`config.mk`:
```
export PLATFORM = sky130hd
export DESIGN_NAME = tmsc_regs
export DESIGN_NICKNAME = d
export VERILOG_FILES = /design/src/tmsc_pkg.sv /design/src/tmsc_regs.sv
export VERILOG_INCLUDE_DIRS = /design/src /design/src/src
export SDC_FILE = /design/constraint.sdc
export NUM_CORES = 1
export LEC_CHECK = 0
export BUFFER_PORTS_ARGS = -buffer_cell sky130_fd_sc_hd__buf_2
export CELL_PAD_IN_SITES_DETAIL_PLACEMENT = 0
export CELL_PAD_IN_SITES_GLOBAL_PLACEMENT = 1
export CORE_AREA = 2 2 188 190
export CTS_CLUSTER_SIZE = 25
export DETAILED_ROUTE_END_ITERATION = 6
export DIE_AREA = 0 0 190 192
export HOLD_SLACK_MARGIN = 0.05
export PLACE_DENSITY = 0.61
export SLEW_MARGIN = 25
export SYNTH_ARGS = -nofsm -noshare
export SYNTH_HDL_FRONTEND = slang
export SYNTH_SLANG_ARGS = --single-unit
```
`constraint.sdc`:
```
create_clock -name i_ref_clk -period 10.73 [get_ports i_ref_clk]
set_input_delay 1.073 -clock i_ref_clk [delete_from_list [all_inputs] [get_ports i_ref_clk]]
set_output_delay 1.073 -clock i_ref_clk [all_outputs]
set_load 0.01 [all_outputs]
```
`src/tmsc_defs.svh`:
```
// register offsets, reset values, field positions and timing counts
`ifndef TMSC_DEFS_SVH
`define TMSC_DEFS_SVH
`define TMSC_PTR_FLAGS_RD 8'h02
`define TMSC_PTR_CFG_RD 8'h03
`define TMSC_PTR_RATE_RD 8'h04
`define TMSC_PTR_CFG_WR 8'h09
`define TMSC_PTR_RATE_WR 8'h0A
`define TMSC_PTR_ONESHOT_WR 8'h0F
`define TMSC_PTR_RES 8'h1A
`define TMSC_PTR_CONSEC 8'h22
`define TMSC_CFG_RST 8'h00
`define TMSC_RATE_RST 8'h08
`define TMSC_RES_RST 8'h1C
`define TMSC_CONSEC_RST 8'h01
`define TMSC_CFG_MASK_BIT 7
`define TMSC_CFG_SD_BIT 6
`define TMSC_CFG_PFS_BIT 5
`define TMSC_CFG_RANGE_BIT 2
`define TMSC_CLK_HZ 20000000
`define TMSC_START_DELAY_US 10
`define TMSC_START_CYCLES ((`TMSC_START_DELAY_US * (`TMSC_CLK_HZ / 1000000)))
// conversion 9-bit time 12.5 ms, in microseconds
`define TMSC_CONV9_US 12500
`define TMSC_CONV9_CYCLES ((`TMSC_CONV9_US * (`TMSC_CLK_HZ / 1000000)))
// slowest period 16 s (0.0625 conv/s), in milliseconds
`define TMSC_PERIOD_SLOW_MS 16000
`define TMSC_PERIOD_SLOW_CYCLES ((`TMSC_PERIOD_SLOW_MS * (`TMSC_CLK_HZ / 1000)))
`endif

```
`src/tmsc_pkg.sv`:
```
// types shared by the status and configuration register bank
package tmsc_pkg;
  typedef struct packed {
    logic local_hi;
    logic local_lo;
    logic remote_hi;
    logic remote_lo;
    logic open;
    logic local_shut;
    logic remote_shut;
  } tmsc_cmp_t;
  typedef struct packed {
    logic wr;
    logic rd;
    logic [7:0] ptr;
    logic [7:0] data;
  } tmsc_host_t;
  typedef enum logic [1:0] {TMSC_IDLE, TMSC_LOCAL, TMSC_REMOTE, TMSC_WAIT} tmsc_state_t;
endpackage

```
`src/tmsc_regs.sv`:
```
// status, configuration, resolution and pacing register bank
`timescale 1ns/1ns
`include "tmsc_defs.svh"
// Operation
// RULE1: flag register readable at 02h only; writes to it do nothing
// RULE2: bit 7 of flags is high while a conversion runs
// RULE3: open-sensor bit latches on remote conversions until flag read
// RULE4: shutdown flags set above limit, clear below limit minus hysteresis
// RULE5: with select at 0 upper-limit flags latch when limit exceeded
// RULE6: with select at 1 upper-limit flags are live comparators with hysteresis
// RULE7: lower-limit flags latch whenever crossed, independent of select
// RULE8: latched flags clear on flag read only if cause is gone
// RULE9: live flags update at conversion end, unaffected by reads
// RULE10: flag read leaves alert asserted; alert response releases it
// RULE11: in alert mode a rising latched flag drives alert low
// RULE12: configuration written at 09h, read at 03h, resets 00h
// RULE13: mask bit holds alert state but keeps pin high in alert mode
// RULE14: alert waits for programmed consecutive out-of-limit conversions
// RULE15: shutdown bit stops conversion at once; clearing resumes
// RULE16: one-shot write in shutdown starts exactly one conversion
// RULE17: select bit picks alert pin or second over-temperature output
// RULE18: first conversion starts automatically soon after reset
// RULE19: range bit picks standard or extended format
// RULE20: host writes zero into reserved configuration bits
// RULE21: resolution bits set local conversion time 12.5 to 100 ms
// RULE22: resolution register resets to 1Ch; host keeps fixed bits
// RULE23: rate register written 0Ah, read 04h, resets 08h, sets idle time
// RULE24: consecutive count selectable 1 to 4, default one
// RULE25: extended format offset, code 00h is -64 C
// RULE26: every write loads pointer; reads use last pointer
// RULE27: writes to read-only flag locations change nothing
module tmsc_regs #(
  parameter int START_CYCLES = `TMSC_START_CYCLES,
  parameter int CONV9_CYCLES = `TMSC_CONV9_CYCLES,
  parameter longint PERIOD_SLOW_CYCLES = `TMSC_PERIOD_SLOW_CYCLES
) (
  // clock and reset
  input wire logic i_ref_clk,
  input wire logic i_reset_n,
  // host register access from serial engine
  input wire tmsc_pkg::tmsc_host_t i_host,
  input wire logic i_alert_response,
  output logic [7:0] o_rd_data,
  output logic [7:0] o_pointer,
  // converter results: comparator levels valid at conversion end
  input wire tmsc_pkg::tmsc_cmp_t i_cmp_above,
  input wire tmsc_pkg::tmsc_cmp_t i_cmp_clear,
  // converter control
  output logic o_conv_start,
  output logic o_conv_remote,
  output logic [1:0] o_local_res,
  output logic o_extended_range,
  // pins
  output logic o_alert_n,
  output logic o_busy
);
  import tmsc_pkg::*;

  logic [7:0] cfg;
  logic [7:0] rate;
  logic [7:0] res;
  logic [7:0] consec;
  logic [7:0] pointer;
  logic l_hi, l_lo, r_hi, r_lo, open_f, l_sh, r_sh;
  logic alert_state;
  tmsc_state_t state;
  logic [31:0] timer;
  logic [39:0] idle_cnt;
  logic oneshot_req;
  logic [2:0] cnt_l, cnt_r;
  logic conv_done;
  logic [7:0] flags;
  logic wr_cfg, wr_rate, wr_res, wr_consec, wr_oneshot, rd_flags;
  logic booted;
  logic [31:0] boot_cnt;
  logic local_trip, remote_trip;
  logic [2:0] need;

  // conversion time grows as a doubling of the 9-bit time
  function automatic logic [31:0] conv_cycles(input logic [1:0] r);
    conv_cycles = 32'(CONV9_CYCLES) << r;
  endfunction

  // period halves per rate step; codes above 6 pin at the fastest
  function automatic logic [39:0] period_cycles(input logic [7:0] code);
    logic [2:0] s;
    s = (code > 8'h06) ? 3'h6 : code[2:0];
    period_cycles = 40'(PERIOD_SLOW_CYCLES) >> s;
  endfunction

  assign wr_cfg = i_host.wr && i_host.ptr == `TMSC_PTR_CFG_WR;
  assign wr_rate = i_host.wr && i_host.ptr == `TMSC_PTR_RATE_WR;
  assign wr_res = i_host.wr && i_host.ptr == `TMSC_PTR_RES;
  assign wr_consec = i_host.wr && i_host.ptr == `TMSC_PTR_CONSEC;
  assign wr_oneshot = i_host.wr && i_host.ptr == `TMSC_PTR_ONESHOT_WR;
  assign rd_flags = i_host.rd && pointer == `TMSC_PTR_FLAGS_RD;
  assign conv_done = (state == TMSC_LOCAL || state == TMSC_REMOTE) && timer == 32'h0;

  // every write loads the pointer [RULE26]
  always_ff @(posedge i_ref_clk or negedge i_reset_n) begin
    if (!i_reset_n) begin
      pointer <= 8'h00;
    end else if (i_host.wr) begin
      pointer <= i_host.ptr;
    end
  end

  // flag pointer has no write decode, so such writes fall through [RULE1] [RULE27]
  always_ff @(posedge i_ref_clk or negedge i_reset_n) begin
    if (!i_reset_n) begin
      cfg <= `TMSC_CFG_RST; // [RULE12]
      rate <= `TMSC_RATE_RST; // [RULE23]
      res <= `TMSC_RES_RST; // [RULE22]
      consec <= `TMSC_CONSEC_RST; // [RULE24]
    end else begin
      if (wr_cfg) begin
        cfg <= i_host.data; // [RULE12] [RULE20]
      end
      if (wr_rate) begin
        rate <= i_host.data;
      end
      if (wr_res) begin
        res <= i_host.data;
      end
      if (wr_consec) begin
        consec <= i_host.data;
      end
    end
  end

  // power-up delay before the first conversion [RULE18]
  always_ff @(posedge i_ref_clk or negedge i_reset_n) begin
    if (!i_reset_n) begin
      booted <= 1'b0;
      boot_cnt <= 32'h0;
    end else if (!booted) begin
      boot_cnt <= boot_cnt + 32'h1;
      booted <= boot_cnt >= 32'(START_CYCLES - 1);
    end
  end

  // one-shot only counts in shutdown; held until a conversion takes it [RULE16]
  always_ff @(posedge i_ref_clk or negedge i_reset_n) begin
    if (!i_reset_n) begin
      oneshot_req <= 1'b0;
    end else if (wr_oneshot && cfg[`TMSC_CFG_SD_BIT] && state == TMSC_IDLE) begin
      oneshot_req <= 1'b1;
    end else if (state != TMSC_IDLE || !cfg[`TMSC_CFG_SD_BIT]) begin
      oneshot_req <= 1'b0;
    end
  end

  // local then remote conversion, then idle wait set by rate [RULE15] [RULE21] [RULE23]
  always_ff @(posedge i_ref_clk or negedge i_reset_n) begin
    if (!i_reset_n) begin
      state <= TMSC_IDLE;
      timer <= 32'h0;
      idle_cnt <= 40'h0;
      o_conv_start <= 1'b0;
      o_conv_remote <= 1'b0;
    end else begin
      o_conv_start <= 1'b0;
      if (cfg[`TMSC_CFG_SD_BIT] && !oneshot_req && state != TMSC_IDLE
          && !(state != TMSC_WAIT && idle_cnt[0])) begin
        state <= TMSC_IDLE; // stop at once [RULE15]
      end else begin
        case (state)
          TMSC_IDLE: begin
            if (booted && (!cfg[`TMSC_CFG_SD_BIT] || oneshot_req)) begin
              state <= TMSC_LOCAL;
              timer <= conv_cycles(res[1:0]) - 32'h1;
              idle_cnt <= {39'h0, cfg[`TMSC_CFG_SD_BIT]};
              o_conv_start <= 1'b1;
              o_conv_remote <= 1'b0;
            end
          end
          TMSC_LOCAL: begin
            if (timer == 32'h0) begin
              state <= TMSC_REMOTE;
              timer <= conv_cycles(2'h3) - 32'h1;
              o_conv_start <= 1'b1;
              o_conv_remote <= 1'b1;
            end else begin
              timer <= timer - 32'h1;
            end
          end
          TMSC_REMOTE: begin
            if (timer == 32'h0) begin
              if (idle_cnt[0]) begin
                state <= TMSC_IDLE;
                idle_cnt <= 40'h0;
              end else begin
                state <= TMSC_WAIT;
                idle_cnt <= period_cycles(rate);
              end
            end else begin
              timer <= timer - 32'h1;
            end
          end
          TMSC_WAIT: begin
            if (idle_cnt <= 40'(conv_cycles(res[1:0]) + conv_cycles(2'h3))) begin
              state <= TMSC_IDLE; // conversion time counts in the period
            end else begin
              idle_cnt <= idle_cnt - 40'h1;
            end
          end
          default: state <= TMSC_IDLE;
        endcase
      end
    end
  end

  // busy follows the converter [RULE2] [RULE9]
  always_ff @(posedge i_ref_clk or negedge i_reset_n) begin
    if (!i_reset_n) begin
      o_busy <= 1'b0;
    end else begin
      o_busy <= (state == TMSC_LOCAL || state == TMSC_REMOTE);
    end
  end

  // hysteresis comparators, updated only at conversion end [RULE4] [RULE6] [RULE9]
  always_ff @(posedge i_ref_clk or negedge i_reset_n) begin
    if (!i_reset_n) begin
      l_sh <= 1'b0;
      r_sh <= 1'b0;
    end else if (conv_done && state == TMSC_LOCAL) begin
      l_sh <= i_cmp_above.local_shut ? 1'b1 : (i_cmp_clear.local_shut ? 1'b0 : l_sh);
    end else if (conv_done) begin
      r_sh <= i_cmp_above.remote_shut ? 1'b1 : (i_cmp_clear.remote_shut ? 1'b0 : r_sh);
    end
  end

  // latched flags: set beats the read clear; clear only if cause gone [RULE3] [RULE5] [RULE7] [RULE8]
  always_ff @(posedge i_ref_clk or negedge i_reset_n) begin
    if (!i_reset_n) begin
      l_hi <= 1'b0;
      l_lo <= 1'b0;
      r_hi <= 1'b0;
      r_lo <= 1'b0;
      open_f <= 1'b0;
    end else begin
      if (conv_done && state == TMSC_LOCAL) begin
        if (cfg[`TMSC_CFG_PFS_BIT]) begin
          l_hi <= i_cmp_above.local_hi ? 1'b1 : (i_cmp_clear.local_hi ? 1'b0 : l_hi); // [RULE6]
        end else if (i_cmp_above.local_hi) begin
          l_hi <= 1'b1;
        end else if (rd_flags) begin
          l_hi <= 1'b0;
        end
        l_lo <= i_cmp_above.local_lo || (l_lo && !rd_flags);
      end else if (rd_flags) begin
        if (!cfg[`TMSC_CFG_PFS_BIT] && !i_cmp_above.local_hi) begin
          l_hi <= 1'b0;
        end
        l_lo <= l_lo && i_cmp_above.local_lo;
      end
      // each channel sees the read even while the other one finishes
      if (conv_done && state == TMSC_REMOTE) begin
        if (cfg[`TMSC_CFG_PFS_BIT]) begin
          r_hi <= i_cmp_above.remote_hi ? 1'b1 : (i_cmp_clear.remote_hi ? 1'b0 : r_hi);
        end else if (i_cmp_above.remote_hi) begin
          r_hi <= 1'b1;
        end else if (rd_flags) begin
          r_hi <= 1'b0;
        end
        r_lo <= i_cmp_above.remote_lo || (r_lo && !rd_flags);
        open_f <= i_cmp_above.open || (open_f && !rd_flags); // remote only [RULE3]
      end else if (rd_flags) begin
        if (!cfg[`TMSC_CFG_PFS_BIT] && !i_cmp_above.remote_hi) begin
          r_hi <= 1'b0;
        end
        r_lo <= r_lo && i_cmp_above.remote_lo;
        open_f <= open_f && i_cmp_above.open;
      end
    end
  end

  // count 1..4 from thermometer code [RULE24]
  assign need = consec[3] ? 3'h4 : (consec[2] ? 3'h3 : (consec[1] ? 3'h2 : 3'h1));
  assign local_trip = i_cmp_above.local_hi || i_cmp_above.local_lo;
  assign remote_trip = i_cmp_above.remote_hi || i_cmp_above.remote_lo || i_cmp_above.open;

  // consecutive out-of-limit filter per channel [RULE14]
  always_ff @(posedge i_ref_clk or negedge i_reset_n) begin
    if (!i_reset_n) begin
      cnt_l <= 3'h0;
      cnt_r <= 3'h0;
    end else if (conv_done && state == TMSC_LOCAL) begin
      cnt_l <= local_trip ? ((cnt_l < 3'h4) ? cnt_l + 3'h1 : cnt_l) : 3'h0;
    end else if (conv_done) begin
      cnt_r <= remote_trip ? ((cnt_r < 3'h4) ? cnt_r + 3'h1 : cnt_r) : 3'h0;
    end
  end

  // alert held until alert response, not by flag reads; new set beats release [RULE10] [RULE11]
  always_ff @(posedge i_ref_clk or negedge i_reset_n) begin
    if (!i_reset_n) begin
      alert_state <= 1'b0;
    end else if (!cfg[`TMSC_CFG_PFS_BIT] && conv_done
                 && ((state == TMSC_LOCAL && local_trip && cnt_l + 3'h1 >= need)
                 || (state == TMSC_REMOTE && remote_trip && cnt_r + 3'h1 >= need))) begin
      alert_state <= 1'b1; // [RULE14]
    end else if (i_alert_response) begin
      alert_state <= 1'b0;
    end
  end

  // pin function and mask; second output follows upper-limit flags [RULE13] [RULE17]
  always_ff @(posedge i_ref_clk or negedge i_reset_n) begin
    if (!i_reset_n) begin
      o_alert_n <= 1'b1;
    end else if (cfg[`TMSC_CFG_PFS_BIT]) begin
      o_alert_n <= !(l_hi || r_hi);
    end else begin
      o_alert_n <= !(alert_state && !cfg[`TMSC_CFG_MASK_BIT]);
    end
  end

  assign flags = {o_busy, l_hi, l_lo, r_hi, r_lo, open_f, r_sh, l_sh};

  // read data from last pointer; unmapped reads zero [RULE1] [RULE12] [RULE23]
  always_ff @(posedge i_ref_clk or negedge i_reset_n) begin
    if (!i_reset_n) begin
      o_rd_data <= 8'h00;
    end else begin
      case (pointer)
        `TMSC_PTR_FLAGS_RD: o_rd_data <= flags;
        `TMSC_PTR_CFG_RD: o_rd_data <= cfg;
        `TMSC_PTR_RATE_RD: o_rd_data <= rate;
        `TMSC_PTR_RES: o_rd_data <= res;
        `TMSC_PTR_CONSEC: o_rd_data <= consec;
        default: o_rd_data <= 8'h00;
      endcase
    end
  end

  // format selection goes to the converter; limits in extended code offset by 64 [RULE19] [RULE25]
  always_ff @(posedge i_ref_clk or negedge i_reset_n) begin
    if (!i_reset_n) begin
      o_local_res <= 2'h0;
      o_extended_range <= 1'b0;
      o_pointer <= 8'h00;
    end else begin
      o_local_res <= res[1:0]; // [RULE21]
      o_extended_range <= cfg[`TMSC_CFG_RANGE_BIT];
      o_pointer <= pointer;
    end
  end
endmodule

```
==> results of run 1 <==
[area by class of cell]
cell class              count  area share
multi-input cells         819       0.460
flip-flops and latches    185       0.399
well taps                 455      0.0490
clock buffers              18      0.0370
repair buffers             63      0.0299
clock inverters            13      0.0134
inverters                  36      0.0116
[kinds of logic after synthesis]
logic type               count (synthesis)  share of synthesized area
other                                    1                   0.000366
multiplexers                            43                     0.0469
AND/OR/NAND/NOR                        402                      0.200
adder cells (fa/ha/maj)                 51                     0.0623
XOR/XNOR                                34                     0.0291
AO/OA/AOI/OAI                          288                      0.180
buffers and inverters                   76                     0.0283
flip-flops                             185                      0.453
[metrics by stage]
stage          hold slack (ns)  utilization  area [µm²]  total power, W  std cells
3_5_place_dp             0.399        0.321       11000        0.000827       1558
4_1_cts                  0.416        0.338       11600         0.00148       1589
6_report                 0.419        0.339       11600         0.00146       1589
5_1_grt                  0.433        0.339       11600         0.00153       1589
2_1_floorplan            0.369            -       10200        0.000779       1080
3_3_place_gp             0.398        0.321       11000        0.000826       1558
[per-layer routing]
layer / wire length [µm] / global-route usage / vias to the layer above / share of wire
met5: 13 / 0 / - / 0.00046
met4: 303 / 0.0382 / 2 / 0.011
met3: 662 / 0.0269 / 24 / 0.023
met2: 13300 / 0.255 / 83 / 0.47
met1: 13900 / 0.222 / 4115 / 0.49
li1: - / - / 4059 / -
[worst reg2reg max path, stage by stage (launching register included)]
cell	delay [ns]
dfrtp_1	0.53
inv_1	0.20
ha_1	0.22
inv_1	0.13
ha_1	0.31
inv_1	0.04
ha_1	0.28
nand4_1	0.13
or4_1	0.58
a2bb2oi_1	0.17
nand4_1	0.21
nand2_4	0.38
or4_1	0.63
a21oi_1	0.16
[cells in the mapped netlist, drive strengths merged (12+ instances only)]
| cell | count |
|---|---|
| dfrtp | 179 |
| nand2 | 110 |
| nor2 | 102 |
| o21ai | 91 |
| a21oi | 71 |
| ha | 51 |
| mux2 | 40 |
| inv | 36 |
| nor3 | 36 |
| clkbuf | 35 |
| xnor2 | 23 |
| nand3 | 22 |
| or4 | 21 |
| and3 | 19 |
| nand4 | 19 |
| nor4 | 18 |
| a22o | 13 |
| a21o | 12 |
[state kept, by name (all words and copies together) (netlist names), 2 cells and up]
name         count
cfg              8
cnt_r            3
boot_cnt        32
cnt_l            3
timer           32
o_rd_data        8
pointer          8
state            2
idle_cnt        40
o_local_res      2
consec           8
rate             8
res              8
o_pointer        8
[cells in the final DEF (no fill, tap or decap), types with 10 or more instances in the layout]
master and n:
nor2_1 101, nand2b_1 10, and3_1 19, a22o_1 13, nand2_1 109, a21oi_1 70, clkbuf_16 17, buf_2 53
ha_1 51, nand3_1 22, a21o_1 12, o31ai_1 11, a22oi_1 11, a31oi_1 11, o21ai_1 49, or4_1 20
mux2_2 40, or3_1 11, nor4_1 16, nand4_1 18, dfrtp_1 179, nor3_1 33, o21ai_0 42, xor2_1 11
xnor2_1 23, inv_1 36
[power breakdown]
group	switching (W)	internal (W)	total [W]
registers	0.0000103	0.000710	0.000720
clock network	0.000301	0.000349	0.000651
logic	0.0000589	0.0000327	0.0000916
[worst paths after layout]
check,endpoint,depth (start not counted),slack [ns]
min,o_extended_range$_DFF_PN0_,0,0.42
max in group asynchronous,boot_cnt[2]$_DFFE_PN0N_,2,8.88
max reg2reg,idle_cnt[36]$_DFFE_PN0P_,13,6.71
max,idle_cnt[36]$_DFFE_PN0P_,13,6.71
min reg2reg,o_extended_range$_DFF_PN0_,0,0.42
min in group asynchronous,timer[29]$_DFFE_PN0P_,1,0.58
==> key figures, run 1 <==
Run status
  • Status: finished, final reports clean

Synth
  • Number of synthesized register bits: around 190
  • Yosys cell types: a little over 70
  • Synthesized area: 10,200 µm²
  • Post-Synthesis Cells: between 1,000 and 1,500
  • Top cells by area, synth: dfrtp_1, ha_1, mux2_2
  • Synthesized Nets: around 1,200
  • Syn avg cell area: 9.48 µm²
  • Asr flop ratio synth: 1.00
  • Most common flop cell mapped by yosys: dfrtp_1
  • Post-synth top area share: 0.437
  • Cell taking the most area after synthesis: dfrtp_1
  • Ys Warns: 0
  • Sequential share of the synthesized area: 0.453
  • Post-synth EDFFs: 0

Hold path
  • Hold path start: cfg[2]$_DFFE_PN0P_
  • Worst hold path class: reg -> reg

Worst setup path
  • Crit path largest cell delay: roughly 0.61 ns
  • Critical Path, Cell by Cell: inv_1 > ha_1 > inv_1 > ha_1 > inv_1 > ha_1 > nand4_1 > or4_1 > a2bb2oi_1 > nand4_1 > nand2_4 > or4_1 > a21oi_1
  • CP Max Fanout: 60
  • Crit path capture type: register
  • CP Launch Type: register
  • Worst Setup SP: res[0]$_DFFE_PN0P_
  • CP Class: reg -> reg
  • Worst Path Required: 11.10 ns
  • Family with the most delay on the worst path: simple AND/OR/NAND/NOR gates
  • Bufs and invs on worst path: 3
  • WP data arrival: 4.40 ns
  • R2R Path Start: res[0]$_DFFE_PN0P_
  • Crit-path slowest cell: or4_1

Die
  • Initial core utilization: 0.299
  • Die area: about 36,000 µm²
  • Die extent in x: ~190 µm
  • I/O pins: 58
  • Core Box Area: 34,300 µm²
  • Row count: 68
  • Die Height: about 190 µm

Clock tree
  • Cts hold-fix bufs: 0
  • TritonCTS Buffers: 17
  • Clock Pin Slew Worst Setup and Hold Paths: roughly 0.080 ns
  • Clk sinks: 185
  • Post-CTS sizing: 0
  • CTS tree: yes
  • CTS max path bufs: 2
  • Root buffer cell: clkbuf_16
  • H-tree depth: 4
  • Setup repair bufs after CTS: 0
  • Clk Latency, worst-skew pair: 0.44 ns

Finish
  • Multi-input gate area: roughly 5300 µm²
  • P&R area growth vs syn: 13.3%
  • Layout Nets: roughly 1,200
  • Proportion of layout cells with a drive suffix above 1: 0.140
  • Area occupied by registers: 4640 µm²
  • Fillers: approximately 3,500
  • Ant. Diodes: 0

Place
  • Post-DP HPWL: between 20,000 and 25,000 µm
  • Gpl congestion: 0.784
  • Port bufs: 54
  • Pre-CTS WS: ~6.3 ns

Timing
  • RSZ-0062 raised after global routing: false
  • Final critical-path setup slack: 6.71 ns
  • Setup_tns: 0 ns
  • Final hold violations: 0
  • Worst Max-Slew Pin Slew: 0.887 ns
  • Slew headroom: 0.408
  • Fin crit period: 4.02 ns
  • Slew Viols, Final: 0
  • Final-report setup violation count: 0
  • Final period utilization: 0.375
  • Fmax: ~0.25 GHz
  • Final Skew: 0.0163 ns

Global route
  • Largest net degree at the start of global routing: 67
  • Initial antenna violation count: 1
  • GR Overflow Total: 0
  • First-pass GRT wire length: ~46,000 µm
  • GRT Total Usage: 0.159
  • Vias in the first global route: between 8,000 and 9,000

Pwr
  • Power Dens Cells: approximately 130 nW/µm²
  • Pleak: 5.02 nW
  • Max VDD drop: ~0.13 mV

Drt
  • ANT nets after route: 0
  • Residual DRC count: 0
  • Via count: between 8,000 and 9,000
  • Routed wire length: roughly 28,000 µm
  • DR WL/cell: 17.7 µm
  • Initial DRC Count: about 600
  • Drt first pass iters: 5
  • Via density per instance: between 5 and 6

Job
  • Maxcap violations: 0
(Power assumes the default switching activity.)
==> run 2: changes to the inputs <==
==> constraint.sdc (replaced) <==
create_clock -name i_ref_clk -period 4 [get_ports i_ref_clk]
set_input_delay 0.4 -clock i_ref_clk [delete_from_list [all_inputs] [get_ports i_ref_clk]]
set_output_delay 0.4 -clock i_ref_clk [all_outputs]
set_load 0.01 [all_outputs]
==> run 2 against run 1 <==
Effect of this change: combinational power grew to 2.8 times the previous value; worst setup slack worse by 6.3 ns; total power grew to 2.8 times the previous value; final cell count is 0.94% higher; largest cell class unchanged; critical path type unchanged; non-clock buffer count is 14 higher; highest routed layer unchanged.
==> key figures, run 2 (same netlist as run 1, synthesis figures left out) <==
Run status
  • Status: finished, final reports clean

Finish
  • Fillers: about 3,500
  • P&R area growth vs syn: 15.2%
  • Largest registers: idle_cnt: 40 flops, boot_cnt: 32 flops, timer: 32 flops
  • Layout Nets: between 1,000 and 1,500
  • Biggest register: idle_cnt
  • Proportion of layout cells with a drive suffix above 1: 0.151
  • Commonest non-fill, non-tap cell in the layout: dfrtp_1
  • Area occupied by registers: between 4000 and 5000 µm²
  • Multi-input gate area: roughly 5300 µm²
  • Commonest non-fill, non-tap cells in the layout: dfrtp_1, nand2_1, nor2_1, a21oi_1, buf_2
  • Ant. Diodes: 0
  • Max reg flops: 40
  • Post-route insts no fill: ~1,600

Pwr
  • Total power draw: 0.00407 W
  • Pleak: 5.14 nW
  • Power Dens Cells: about 340 nW/µm²
  • Max VDD drop: 0.326 mV

Clock tree
  • Clk Latency, worst-skew pair: 0.45 ns
  • Setup repair bufs after CTS: 0
  • Clock Pin Slew Worst Setup and Hold Paths: roughly 0.08 ns
  • Cts hold-fix bufs: 0
  • Clk sinks: between 150 and 200
  • Root buffer cell: clkbuf_16
  • CTS max path bufs: 2
  • CTS tree: yes
  • Post-CTS sizing: 0
  • H-tree depth: 4
  • TritonCTS Buffers: 17

Job
  • Maxcap violations: 0

Drt
  • Residual DRC count: 0
  • Via density per instance: ~5.3
  • ANT nets after route: 0
  • Initial DRC Count: between 400 and 500
  • Via count: ~8,400
  • Max Used Layer: met5
  • Drt first pass iters: 5
  • DR WL/cell: 17.9 µm
  • Met2 wire len: 13,600 µm
  • Met3 Wirelength: around 1000 µm
  • Routed wire length: approximately 29,000 µm
  • M1 WL: approximately 14,000 µm

Worst setup path
  • CP Max Fanout: 60
  • CP Class: reg -> reg
  • WP data arrival: between 3 and 4 ns
  • Bufs and invs on worst path: 4
  • Family with the most delay on the worst path: simple AND/OR/NAND/NOR gates
  • CP Launch Type: register
  • Crit path largest cell delay: roughly 0.58 ns
  • Worst Path Required: roughly 4.3 ns
  • Worst Setup SP: res[0]$_DFFE_PN0P_
  • R2R Path Start: res[0]$_DFFE_PN0P_
  • Crit path capture type: register
  • Crit-path slowest cell: or4_1
  • Critical Path, Cell by Cell: inv_1 > ha_1 > inv_1 > ha_1 > inv_1 > ha_1 > nand4_1 > or4_1 > nor4_1 > a2111oi_4 > nand2_2 > buf_12 > o21ba_1 > o22a_1

Timing
  • Worst Max-Slew Pin Slew: approximately 0.9 ns
  • Fin crit period: approximately 3.6 ns
  • Setup_tns: 0 ns
  • Final period utilization: 0.905
  • RSZ-0062 raised after global routing: false
  • Hold_ws: 0.0310 ns
  • Fmax: 0.276 GHz
  • Slew headroom: 0.386
  • Final hold violations: 0
  • Final Skew: about 0.02 ns
  • Slew Viols, Final: 0
  • Final-report setup violation count: 0

Die
  • Row count: about 70
  • Die Height: approximately 190 µm
  • Die extent in x: around 190 µm
  • Die area: 36,500 µm²
  • I/O pins: 58
  • Initial core utilization: 0.299
  • Core Box Area: roughly 34,000 µm²

Global route
  • Largest net degree at the start of global routing: around 100
  • Initial antenna violation count: 1
  • GRT Total Usage: 0.162
  • GR Overflow Total: 0
  • First-pass GRT wire length: around 47,000 µm
  • Vias in the first global route: between 8,000 and 9,000

Hold path
  • Worst hold path class: in -> async

Place
  • Post-DP HPWL: ~20,000 µm
  • Port bufs: 54
  • Gpl congestion: around 0.8
  • Placed cell count: around 1,600
## run 2: cell types whose count changed in the layout (fill, tap and decap cells not counted), moves of 2 or more
cell        delta
buf_4         +12
clkinvlp_4     -2
buf_12         +2
clkinv_8       +5
inv_6          -3
## run 2: path summary, 6_finish.rpt
| check | to | slack (ns) | cells after the start |
|---|---|---|---|
| worst max register to register | idle_cnt[7]$_DFFE_PN0P_ | 0.38 | 14 |
| worst min register to register | o_pointer[3]$_DFF_PN0_ | 0.41 | 0 |
| max in group asynchronous | res[4]$_DFFE_PN1P_ | 2.89 | 2 |
| worst max-delay path | idle_cnt[7]$_DFFE_PN0P_ | 0.38 | 14 |
| worst min-delay path | timer[24]$_DFFE_PN0P_ | 0.03 | 1 |
| min in group i_ref_clk | r_sh$_DFFE_PN0P_ | 0.15 | 2 |
## run 2: cell type report
type	instances	area share
multi-input combinational	819	0.452
sequential	185	0.393
tap	455	0.0482
timing repair buffer	77	0.0404
clock buffer	17	0.0361
clock inverter	15	0.0192
inverter	36	0.0115
## run 2: worst register-to-register path: stages (launching register included)
cell       delay, ns
dfrtp_1         0.38
inv_1           0.12
ha_1            0.21
inv_1           0.15
ha_1            0.31
inv_1           0.04
ha_1            0.28
nand4_1         0.12
or4_1           0.58
nor4_1          0.49
a2111oi_4       0.09
nand2_2         0.13
buf_12          0.25
o21ba_1         0.19
o22a_1          0.17
## run 2: per-stage QoR
step                utilization  setup WS (ns)  cell area [µm²]
floorplan                     -          0.612            10200
global route              0.344          0.145            11800
finish                    0.344          0.381            11800
global placement          0.325          0.448            11100
detailed placement        0.325          0.382            11100
CTS                       0.344          0.371            11800
## run 2: per-layer routing
layer	vias up	global-route usage
met5	-	0
met3	21	0.0263
met1	4178	0.227
li1	4089	-
met4	2	0.0400
met2	143	0.262
## run 2: where the power goes
part | switching (W) | internal (W)
Sequential | 0.0000267 | 0.00190
Clock | 0.000906 | 0.000976
Combinational | 0.000163 | 0.0000903
==> run 3: changes to the inputs <==
--- a/config.mk
+++ b/config.mk
@@ -14,7 +14,7 @@
 export DETAILED_ROUTE_END_ITERATION = 6
 export DIE_AREA = 0 0 190 192
 export HOLD_SLACK_MARGIN = 0.05
-export PLACE_DENSITY = 0.61
+export PLACE_DENSITY = 0.57
 export SLEW_MARGIN = 25
 export SYNTH_ARGS = -nofsm -noshare
 export SYNTH_HDL_FRONTEND = slang
==> run 3 against run 2 <==
Effect of this change: critical path depth unchanged; clock-buffer cell count unchanged; global-route usage increased by 0.32 points; via count decreased by 1.6%; routed wire length increased by 1.7%; design area increased by 0.23%; sequential share of layout area decreased by 0.091 points; total power decreased by 2.1%; critical endpoint unchanged; largest power group unchanged.
==> key figures, run 3 (same netlist as run 1, synthesis figures left out) <==
Worst setup path
  • Worst Path Required: approximately 4.4 ns
  • WP data arrival: about 4 ns
  • Crit path largest cell delay: ~0.57 ns
  • Family with the most delay on the worst path: simple AND/OR/NAND/NOR gates
  • Crit-path slowest cell: or4_1
  • CP Max Fanout: 60
  • Critical Path, Cell by Cell: inv_1 > ha_1 > inv_1 > ha_1 > inv_1 > ha_1 > nand4_1 > or4_1 > nor4_1 > a2111oi_4 > nand2_2 > buf_12 > o21ba_1 > o22a_1
  • R2R setup slack: roughly 0.32 ns
  • Crit path capture type: register
  • Bufs and invs on worst path: 4
  • CP Launch Type: register
  • CP Class: reg -> reg

Timing
  • Worst Max-Slew Pin Slew: a little over 0.9 ns
  • RSZ-0062 raised after global routing: false
  • Final period utilization: 0.921
  • Setup_tns: 0 ns
  • Slew Viols, Final: 0
  • Slew headroom: 0.388
  • Final-report setup violation count: 0
  • Fmax: between 0.2 and 0.3 GHz
  • Final Skew: around 0.017 ns
  • Final hold violations: 0
  • Fin crit period: 3.68 ns

Place
  • Placed cell count: approximately 1,600
  • Gpl congestion: approximately 0.79
  • Post-DP HPWL: around 21,000 µm
  • Port bufs: 54
  • Area post-placement: 11,200 µm²

Global route
  • Initial antenna violation count: 1
  • GR Overflow Total: 0
  • Largest net degree at the start of global routing: approximately 100
  • Vias in the first global route: ~8,200
  • First-pass GRT wire length: ~47,000 µm
  • GRT Total Usage: 0.166

Clock tree
  • H-tree depth: 4
  • CTS max path bufs: 2
  • Clock Pin Slew Worst Setup and Hold Paths: roughly 0.08 ns
  • TritonCTS Buffers: 17
  • Post-CTS sizing: 0
  • Setup repair bufs after CTS: 0
  • Clk Latency, worst-skew pair: roughly 0.46 ns
  • CTS tree: yes
  • Cts hold-fix bufs: 0
  • Clk sinks: ~190
  • Root buffer cell: clkbuf_16

Pwr
  • Part of the power in registers: 0.485
  • Switching Power: roughly 0.0011 W
  • Clk pwr share: 0.451
  • Power Dens Cells: 336 nW/µm²
  • Switching Fraction: 0.270
  • Pleak: a little over 5 nW
  • Gate power share: 0.064
  • Internal power: between 0.002 and 0.003 W
  • Max VDD drop: around 0.3 mV

Finish
  • Commonest non-fill, non-tap cell in the layout: dfrtp_1
  • Max reg flops: 40
  • Layout Nets: ~1,200
  • Proportion of layout cells with a drive suffix above 1: 0.156
  • P&R area growth vs syn: 15.5%
  • Largest registers: idle_cnt: 40 flops, boot_cnt: 32 flops, timer: 32 flops
  • Commonest non-fill, non-tap cells in the layout: dfrtp_1, nand2_1, nor2_1, a21oi_1, buf_2
  • Post-route insts no fill: approximately 1,600
  • Biggest register: idle_cnt
  • Final Cell Area: roughly 12,000 µm²
  • Ant. Diodes: 0

Drt
  • Initial DRC Count: approximately 530
  • Via count: between 8,000 and 9,000
  • ANT nets after route: 0
  • Routed wire length: between 20,000 and 30,000 µm
  • Residual DRC count: 0
  • Drt first pass iters: 6
  • DR WL/cell: approximately 18 µm
  • Via density per instance: 5.15

Die
  • Die extent in x: between 150 and 200 µm
  • Die area: between 30,000 and 40,000 µm²
  • I/O pins: 58
  • Initial core utilization: 0.299
  • Row count: 68
  • Core Box Area: roughly 34,000 µm²
  • Die Height: approximately 190 µm

Hold path
  • Worst hold path class: in -> async

Run status
  • Status: finished, final reports clean

Job
  • Maxcap violations: 0
==> run 3: power by group through the flow <==
stage	Sequential [W]	Combinational (W)	Clock, W
2_1_floorplan	0.00196	0.000125	0
5_1_grt	0.00194	0.000288	0.00192
6_report	0.00193	0.000256	0.00179
3_5_place_dp	0.00197	0.000261	0
3_3_place_gp	0.00197	0.000260	0
4_1_cts	0.00193	0.000261	0.00185
==> run 3: worst reg2reg max path, stage by stage, from the launching register on <==
cell       delay (ns)
dfrtp_1          0.48
inv_1            0.18
ha_1             0.23
inv_1            0.07
ha_1             0.27
inv_1            0.04
ha_1             0.28
nand4_1          0.13
or4_1            0.57
nor4_1           0.47
a2111oi_4        0.08
nand2_2          0.13
buf_12           0.25
o21ba_1          0.21
o22a_1           0.16
==> run 3: path summary, 6_finish.rpt <==
kind / from / cells past startpoint / end
max in group asynchronous: i_reset_n / 2 / boot_cnt[22]$_DFFE_PN0N_
min reg2reg: cfg[2]$_DFFE_PN0P_ / 0 / o_extended_range$_DFF_PN0_
max: res[0]$_DFFE_PN0P_ / 14 / idle_cnt[7]$_DFFE_PN0P_
max reg2reg: res[0]$_DFFE_PN0P_ / 14 / idle_cnt[7]$_DFFE_PN0P_
min in group i_ref_clk: i_alert_response / 2 / alert_state$_DFFE_PN0P_
min: i_reset_n / 1 / timer[28]$_DFFE_PN0P_
==> run 3: stage by stage <==
step / setup slack [ns] / util / total power, W / hold slack (ns)
after floorplan: 0.612 / - / 0.00209 / 0.104
after global placement: 0.407 / 0.327 / 0.00223 / 0.392
after global routing: 0.0536 / 0.345 / 0.00414 / 0.122
final: 0.317 / 0.345 / 0.00398 / 0.0410
after detailed placement: 0.337 / 0.327 / 0.00223 / 0.394
after CTS: 0.321 / 0.345 / 0.00404 / 0.0922
==> run 3: final cells by class <==
| type | count | area (µm²) |
|---|---|---|
| well taps | 455 | 569 |
| clock inverters | 15 | 194 |
| inverters | 36 | 135 |
| fillers | 3524 | 22500 |
| multi-input cells | 819 | 5330 |
| flip-flops and latches | 185 | 4640 |
| repair buffers | 84 | 542 |
| clock buffers | 17 | 425 |
==> run 3: per-layer routing <==
metal,vias to the layer above,GRT usage,share of wire
li1,4100,-,-
met1,4034,0.242,0.50
met2,138,0.252,0.45
met3,21,0.0289,0.036
met4,2,0.0426,0.012
met5,-,0,0.00045
